## src/logic/spf_pkg.sv

```systemverilog
// Constants for the system pin function block
//
// Contract
// Second external interrupt is edge triggered, polarity chosen by software.
// Interrupt source holds new level at least one clock after edge.
// Interrupt pin also serves as converter start trigger or GPIO.
// Flag pin driven by latch set and cleared by instructions.
// Reset makes the flag pin the flag output; software may choose GPIO.
// Conditional branch taken when branch input low, not when high.
// Board pulls unused branch input high.
// Reset makes branch pin the branch input; software may choose GPIO.
// Clock pin carries CPU or watchdog clock, chosen by select bit 14.
// Clock pin usable as GPIO; it leaves reset as an output.
// Oscillator output goes high impedance while emulator off is low.
// Interrupt input synchronised, edge detected, one request per edge.
package spf_pkg;
  localparam logic [3:0] ADDR_CTRL = 4'h0;
  localparam logic [3:0] ADDR_GPIO_DIR = 4'h1;
  localparam logic [3:0] ADDR_GPIO_OUT = 4'h2;
  localparam logic [3:0] ADDR_GPIO_IN = 4'h3;
  localparam logic [3:0] ADDR_SYS_CTRL = 4'h4;
  localparam logic [3:0] ADDR_IRQ_STAT = 4'h5;
  localparam logic [3:0] ADDR_IRQ_MASK = 4'h6;
  // Control register fields
  localparam int CTRL_POL_RISE = 0;
  localparam int CTRL_IRQ_FN = 1;
  localparam int CTRL_SOC_FN = 2;
  localparam int CTRL_FLAG_GPIO = 3;
  localparam int CTRL_BRANCH_GPIO = 4;
  localparam int CTRL_CLK_GPIO = 5;
  localparam logic [15:0] CTRL_RST = 16'h0002;
  // Select bit inside the system status and control register
  localparam int SYS_CLOCK_OUT_SELECT = 14;
  localparam logic [15:0] SYS_CTRL_RST = 16'h0000;
  // GPIO bit numbers: 0 irq pin, 1 flag pin, 2 branch pin, 3 clock pin
  localparam int GP_IRQ = 0;
  localparam int GP_FLAG = 1;
  localparam int GP_BRANCH = 2;
  localparam int GP_CLK = 3;
  localparam logic [3:0] GPIO_DIR_RST = 4'h0;
  localparam logic [3:0] GPIO_OUT_RST = 4'h0;
  // Status bits
  localparam int ST_IRQ = 0;
  localparam int ST_SOC = 1;
  localparam logic [1:0] STAT_RST = 2'h0;
  localparam logic [1:0] MASK_RST = 2'h0;
endpackage : spf_pkg

```

## src/logic/spf_system_pins.sv

```systemverilog
// System pin functions: interrupt pin, flag, branch input, clock out
`timescale 1ns/1ns
module spf_system_pins (
  input wire logic clock_in,
  input wire logic rst_b_in,
  input wire logic [3:0] addr_in,
  input wire logic [15:0] wdata_in,
  input wire logic wr_in,
  input wire logic rd_in,
  output logic [15:0] rdata_out,
  input wire logic flag_set_instr_in,
  input wire logic flag_clear_instr_in,
  input wire logic cond_branch_instr_in,
  output logic branch_taken_out,
  input wire logic watchdog_clock_in,
  input wire logic emu_off_n_in,
  input wire logic osc_drive_in,
  output logic osc_output_out,
  output logic osc_output_oe_n_out,
  input wire logic ext_irq_two_pin_in,
  output logic ext_irq_two_pin_out,
  output logic ext_irq_two_pin_oe_n_out,
  input wire logic flag_pin_in,
  output logic flag_pin_out,
  output logic flag_pin_oe_n_out,
  input wire logic branch_pin_in,
  output logic branch_pin_out,
  output logic branch_pin_oe_n_out,
  input wire logic clk_pin_in,
  output logic clk_pin_out,
  output logic clk_pin_oe_n_out,
  output logic ext_irq_two_req_out,
  output logic conv_start_trigger_out,
  output logic irq_out
);
  logic [15:0] ctrl_q, ctrl_d;
  logic [15:0] sys_ctrl_q, sys_ctrl_d;
  logic [3:0] dir_q, dir_d;
  logic [3:0] gout_q, gout_d;
  logic [1:0] stat_q, stat_d;
  logic [1:0] mask_q, mask_d;
  logic [15:0] rdata_q, rdata_d;
  logic flag_q, flag_d;
  logic sync1_q, sync2_q, last_q;
  logic req_q, req_d, soc_q, soc_d, br_q, br_d;
  logic edge_seen;
  logic [3:0] pin_in;

  // Synchroniser; the first stage feeds only the second
  always_ff @(posedge clock_in or negedge rst_b_in) begin
    if (!rst_b_in) begin
      sync1_q <= 1'b0;
      sync2_q <= 1'b0;
      last_q <= 1'b0;
    end else begin
      sync1_q <= ext_irq_two_pin_in;
      sync2_q <= sync1_q;
      last_q <= sync2_q;
    end
  end

  // selected edge polarity
  // one pulse per edge
  assign edge_seen = ctrl_q[spf_pkg::CTRL_POL_RISE] ? (sync2_q & ~last_q)
                                                    : (~sync2_q & last_q);

  assign pin_in = {clk_pin_in, branch_pin_in, flag_pin_in, ext_irq_two_pin_in};

  // Next state of registers, latch and event pulses
  always_comb begin
    ctrl_d = ctrl_q;
    sys_ctrl_d = sys_ctrl_q;
    dir_d = dir_q;
    gout_d = gout_q;
    mask_d = mask_q;
    stat_d = stat_q;
    flag_d = flag_q;
    rdata_d = 16'h0000;
    // interrupt or converter start function
    req_d = edge_seen & ctrl_q[spf_pkg::CTRL_IRQ_FN];
    soc_d = edge_seen & ctrl_q[spf_pkg::CTRL_SOC_FN];
    // branch when input low
    br_d = cond_branch_instr_in & ~branch_pin_in &
           ~ctrl_q[spf_pkg::CTRL_BRANCH_GPIO];
    // instruction driven latch
    if (flag_set_instr_in) begin
      flag_d = 1'b1;
    end else if (flag_clear_instr_in) begin
      flag_d = 1'b0;
    end
    if (wr_in) begin
      case (addr_in)
        spf_pkg::ADDR_CTRL: ctrl_d = wdata_in;
        spf_pkg::ADDR_GPIO_DIR: dir_d = wdata_in[3:0];
        spf_pkg::ADDR_GPIO_OUT: gout_d = wdata_in[3:0];
        spf_pkg::ADDR_SYS_CTRL: sys_ctrl_d = wdata_in;
        spf_pkg::ADDR_IRQ_STAT: stat_d = stat_q & ~wdata_in[1:0];
        spf_pkg::ADDR_IRQ_MASK: mask_d = wdata_in[1:0];
        default: ;
      endcase
    end
    // Events win over a clear in the same cycle
    if (req_d) begin
      stat_d[spf_pkg::ST_IRQ] = 1'b1;
    end
    if (soc_d) begin
      stat_d[spf_pkg::ST_SOC] = 1'b1;
    end
    if (rd_in) begin
      case (addr_in)
        spf_pkg::ADDR_CTRL: rdata_d = ctrl_q;
        spf_pkg::ADDR_GPIO_DIR: rdata_d = {12'h000, dir_q};
        spf_pkg::ADDR_GPIO_OUT: rdata_d = {12'h000, gout_q};
        spf_pkg::ADDR_GPIO_IN: rdata_d = {12'h000, pin_in};
        spf_pkg::ADDR_SYS_CTRL: rdata_d = sys_ctrl_q;
        spf_pkg::ADDR_IRQ_STAT: rdata_d = {14'h0000, stat_q};
        spf_pkg::ADDR_IRQ_MASK: rdata_d = {14'h0000, mask_q};
        default: rdata_d = 16'h0000;
      endcase
    end
  end

  // flag pin defaults to flag output
  // branch pin defaults to branch input
  always_ff @(posedge clock_in or negedge rst_b_in) begin
    if (!rst_b_in) begin
      ctrl_q <= spf_pkg::CTRL_RST;
      sys_ctrl_q <= spf_pkg::SYS_CTRL_RST;
      dir_q <= spf_pkg::GPIO_DIR_RST;
      gout_q <= spf_pkg::GPIO_OUT_RST;
      stat_q <= spf_pkg::STAT_RST;
      mask_q <= spf_pkg::MASK_RST;
      rdata_q <= 16'h0000;
      flag_q <= 1'b0;
      req_q <= 1'b0;
      soc_q <= 1'b0;
      br_q <= 1'b0;
    end else begin
      ctrl_q <= ctrl_d;
      sys_ctrl_q <= sys_ctrl_d;
      dir_q <= dir_d;
      gout_q <= gout_d;
      stat_q <= stat_d;
      mask_q <= mask_d;
      rdata_q <= rdata_d;
      flag_q <= flag_d;
      req_q <= req_d;
      soc_q <= soc_d;
      br_q <= br_d;
    end
  end

  assign rdata_out = rdata_q;
  assign ext_irq_two_req_out = req_q;
  assign conv_start_trigger_out = soc_q;
  assign branch_taken_out = br_q;
  assign irq_out = |(stat_q & mask_q);

  // Interrupt pin: input unless both functions off and GPIO output chosen
  assign ext_irq_two_pin_out = gout_q[spf_pkg::GP_IRQ];
  assign ext_irq_two_pin_oe_n_out = ctrl_q[spf_pkg::CTRL_IRQ_FN] |
                                    ctrl_q[spf_pkg::CTRL_SOC_FN] |
                                    ~dir_q[spf_pkg::GP_IRQ];

  // flag pin driven from latch
  // GPIO only when software chooses
  assign flag_pin_out = ctrl_q[spf_pkg::CTRL_FLAG_GPIO] ? gout_q[spf_pkg::GP_FLAG] : flag_q;
  assign flag_pin_oe_n_out = ctrl_q[spf_pkg::CTRL_FLAG_GPIO] & ~dir_q[spf_pkg::GP_FLAG];

  // branch pin input unless GPIO output chosen
  assign branch_pin_out = gout_q[spf_pkg::GP_BRANCH];
  assign branch_pin_oe_n_out = ~(ctrl_q[spf_pkg::CTRL_BRANCH_GPIO] & dir_q[spf_pkg::GP_BRANCH]);

  // clock source select
  // GPIO mode, output at reset
  assign clk_pin_out = ctrl_q[spf_pkg::CTRL_CLK_GPIO] ? gout_q[spf_pkg::GP_CLK] :
                       (sys_ctrl_q[spf_pkg::SYS_CLOCK_OUT_SELECT] ? watchdog_clock_in : clock_in);
  assign clk_pin_oe_n_out = ctrl_q[spf_pkg::CTRL_CLK_GPIO] & ~dir_q[spf_pkg::GP_CLK];

  // oscillator output released while emulator off low
  assign osc_output_out = osc_drive_in;
  assign osc_output_oe_n_out = ~emu_off_n_in;
endmodule : spf_system_pins

```

## config.mk

```make
export PLATFORM = sky130hd
export DESIGN_NAME = spf_system_pins
export DESIGN_NICKNAME = d
export VERILOG_FILES = /design/src/logic/spf_pkg.sv /design/src/logic/spf_system_pins.sv
export SDC_FILE = /design/constraint.sdc
export NUM_CORES = 1
export LEC_CHECK = 0
export BUFFER_PORTS_ARGS = -buffer_cell sky130_fd_sc_hd__buf_2
export CAP_MARGIN = 20
export CORE_MARGIN = 5
export CORE_UTILIZATION = 30
export CTS_BUF_LIST = sky130_fd_sc_hd__clkbuf_4 sky130_fd_sc_hd__clkbuf_8
export CTS_CLUSTER_SIZE = 20
export DETAILED_ROUTE_END_ITERATION = 7
export MAX_ROUTING_LAYER = met4
export PLACE_DENSITY_LB_ADDON = 0.05
export SYNTH_ARGS = -nofsm -noshare
export SYNTH_HDL_FRONTEND = slang
export SYNTH_SLANG_ARGS = --single-unit
```

## constraint.sdc

```tcl
create_clock -name clock_in -period 1.7 [get_ports clock_in]
set_input_delay 0.085 -clock clock_in [delete_from_list [all_inputs] [get_ports clock_in]]
set_output_delay 0.085 -clock clock_in [all_outputs]
set_load 0.01 [all_outputs]
```

Word-level counts from Yosys, hierarchy flattened
Index checks and enable logic that the tools add are counted.
- eq/ne operators: 6
- muxes and demuxes: 12
- bitwise gates (word level): 23
- reduce and logical (&&, ||, !) cells: 14
- operators by type and width (operator ; number):
    $pmux 16 s7 ; 1
    $mux 16 ; 1
    $reduce_and 2->1 ; 7
    $eq 4x3->1 const B ; 3
    $reduce_bool 2->1 ; 5
    $and 1x1->1 ; 9
    $not 1->1 ; 9
    $eq 4x2->1 const B ; 2
    $mux 1 ; 8
    $and 2x2->2 ; 2
    $eq 4x1->1 const B ; 1
    $logic_not 4->1 ; 1
    $mux 2 ; 2
    $not 2->2 ; 1
    $or 1x1->1 ; 2
    $reduce_or 2->1 ; 1
- register bits after elaboration: 67
- input bits: 34
- output and inout port bits: 30
- word-level logic and storage cells: 70

Longest topological paths before layout
- depth in word-level cells: 6
- depth in mapped cells: 6
- gate-level depth less buffers: 3

==> metrics <==
Cell Rows 36; Flop pwr share 43.7%; EDFF count, synth 0; initial antenna violation count 0; die area 11,800 sq um; xor/xnor share of the synthesized area 0%; Area growth, synth to finish 32.9%; placed cell area 3360 sq um; Die Span Y 109 microns; status completed; Place WS 0.296 ns; largest family of logic cells by synthesized area multiplexers; Power Internal 3550 uW; Vias/cell 4.58; port bufs 61; Final setup violation count 0; Post-Syn Nets 245; n_diodes 0; most frequent cell after synthesis dfrtp_1; CTS tree done; Final Cell Area 3880 sq um; top cell type's share of synthesized area 56.6%; Rel. slew slack 72.5%; RSZ-0062 raised after global routing no; simple logic cell fraction of the synthesized area 12.3%; clock latency on the worst-skew pair 0.44 ns; largest net degree at the start of global routing 68; post-synthesis async set-or-reset flop share 100%; DRT antenna net count 0; post-DP HPWL 4670 microns; Post-synth top cells 66 x dfrtp_1, 45 x mux2_2, 16 x nor2_1, 14 x a22oi_1, 6 x nand3b_1; worst-path cell chain clkbuf_8, clkbuf_8, mux2i_1, o21ai_0, buf_2; Compound-Gate Fraction of Synth Area 6.47%; routability-driven placement congestion ratio 0.705; cell count after synthesis 211; Avg Cell Area, Syn 13.8 sq um; DR pass1 iterations 4; Pins Over Slew Limit 0; core area 9640 sq um; crit-path max cell delay 0.14 ns; cts hold-fix bufs 22; Comb pwr share 14.0%; CP endpoint kind primary output; Layout Nets 335; drt total wl 7120 microns; Max rail drop VDD 479 uV; Hold Violations, Final 0; # fillers 954; post-synthesis sequential area ratio 57.5%; Sw Ratio 24.4%; Synth area leader dfrtp_1; global-route wire length before repair 11,400 microns; Top FF cell, synth dfrtp_1; Yosys warning total 0; Post-Synthesis Cell Area 2920 sq um; GRT overflow 0; net switching power 1140 uW; Die W 109 microns; post-synthesis mux area share 19.9%; Area contributors post-synth dfrtp_1 57%, mux2_2 17%, a22oi_1 3.6%, nor2_1 2.1%, buf_6 1.9%; Setup Skew 0.00967 ns; final worst setup slack 0.205 ns; Top-Level Pins 64; clock power share 42.3%; Synth Register Bits 67; total number of vias 2,006; Initial Utilization 30.3%; CP max stage cell buf_2; Post-CTS Setup Bufs 0; # Max-Cap Violations 0; Post-Synth Adder-Cell Area 0%; DRT iter0 DRCs 73; Worst Path Arrival 1.41 ns; Design Power 4690 uW; number of cells upsized or downsized after cts 0; critical path startpoint category clock port; CP Max Fanout 2; CP Data Required Time 1.62 ns; Synth cell types 30; Worst Hold Class input port to register; Total GRT Usage 13.3%; DRC viols 0; Worst-path clk slew 0.08 ns; share of layout cells above drive strength 1 45.9%; Setup CP Type clock port to primary output; vias in the first global route 2,099; most numerous cell on the critical path clkbuf_8; Worst Tran Pin Value 0.408 ns; Setup TNS Final 0 ns; leakage power 0.00180 uW; PwrDens 1210 nW/um^2; routed len/inst 16.2 microns
-- worst paths after layout --
kind	start	endpoint	slack, ns	cells past startpoint
hold reg to reg	sync1_q$_DFF_PN0_	sync2_q$_DFF_PN0_	0.36	0
min in group asynchronous	rst_b_in	ctrl_q[0]$_DFFE_PN0P_	0.18	3
max in group asynchronous	rst_b_in	gout_q[1]$_DFFE_PN0P_	1.19	3
hold / removal	rd_in	rdata_out[11]$_DFF_PN0_	0.11	4
setup reg to reg	ctrl_q[0]$_DFFE_PN0P_	stat_q[0]$_DFFE_PN0P_	0.35	3
setup / recovery	clock_in	clk_pin_out	0.21	5
-- routing by layer --
layer / track usage, % / share of wire [%] / vias up
li1: - / - / 935
met1: 18.1 / 48 / 1014
met2: 18.5 / 46 / 48
met3: 4.03 / 4.9 / 9
met4: 5.32 / 1.2 / 0
met5: - / 0 / -
-- cells by family after synthesis --
kind of cell           count (synthesis)
flip-flops                            67
AND/OR/NAND/NOR                       53
multiplexers                          50
AO/OA/AOI/OAI                         26
buffers and inverters                 15
-- cell type report --
| type | instances | area (sq um) | share of cell area [%] |
|---|---|---|---|
| flip-flops and latches | 67 | 1680 | 43.2 |
| multi-input cells | 129 | 1130 | 29.1 |
| repair buffers | 88 | 591 | 15.2 |
| clock buffers | 13 | 170 | 4.38 |
| well taps | 133 | 166 | 4.29 |
| clock inverters | 6 | 138 | 3.55 |
| inverters | 2 | 7.51 | 0.193 |
-- registers in the layout, summed over array words and instances (netlist names) --
register / flops
sync2_q: 1
gout_q: 4
flag_q: 1
last_q: 1
sync1_q: 1
conv_start_trigger_out: 1
branch_taken_out: 1
stat_q: 2
dir_q: 4
ext_irq_two_req_out: 1
ctrl_q: 16
mask_q: 2
sys_ctrl_q: 16
rdata_out: 16
-- worst max-delay path: cells and delay by family --
kind                   cells  cell delay [ns]
AOI/OAI and AO/OA          1             0.08
buffers and inverters      3             0.37
muxes                      1             0.11
-- power by group through the flow --
stage | logic, uW | registers [uW] | clock network [uW]
6_report | 656 | 2050 | 1990
5_1_grt | 727 | 2090 | 2120
4_1_cts | 671 | 2050 | 2060
3_5_place_dp | 630 | 2080 | 49.7
3_3_place_gp | 620 | 2080 | 49.7
2_1_floorplan | 419 | 2020 | 29.0
-- layout by cell type (no fill, tap or decap) --
| master | n |
|---|---|
| nand3b_4 | 1 |
| dfrtp_1 | 66 |
| o21ai_0 | 4 |
| a211o_1 | 2 |
| nor2b_1 | 4 |
| nand3_1 | 3 |
| nand2_1 | 5 |
| a22o_1 | 3 |
| inv_6 | 1 |
| bufinv_16 | 4 |
| mux2i_1 | 3 |
| or3b_2 | 1 |
| nor4_2 | 1 |
| and3b_1 | 5 |
| nor3_4 | 1 |
| nor3b_4 | 1 |
| clkinv_4 | 1 |
| nor4b_2 | 1 |
| dfstp_2 | 1 |
| buf_4 | 4 |
| mux2_2 | 45 |
| buf_12 | 2 |
| buf_2 | 61 |
| mux4_2 | 2 |
| a21o_1 | 1 |
| nor2_1 | 16 |
| dlygate4sd3_1 | 22 |
| a31oi_1 | 2 |
| nor3b_1 | 5 |
| clkbuf_8 | 12 |
| a22oi_1 | 14 |
| nand3b_1 | 6 |
| nand2_4 | 1 |
| inv_1 | 2 |
| and2_1 | 2 |
-- stage by stage --
step                utilization (%)  hold WS [ns]  instances
finish                         40.3         0.113        438
global route                   40.3         0.121        438
CTS                            40.3         0.101        438
detailed placement             34.8         0.143        398
global placement               34.8         0.145        398
floorplan                         -        -0.211        211
No activity file was read; power rests on OpenSTA's default activity.
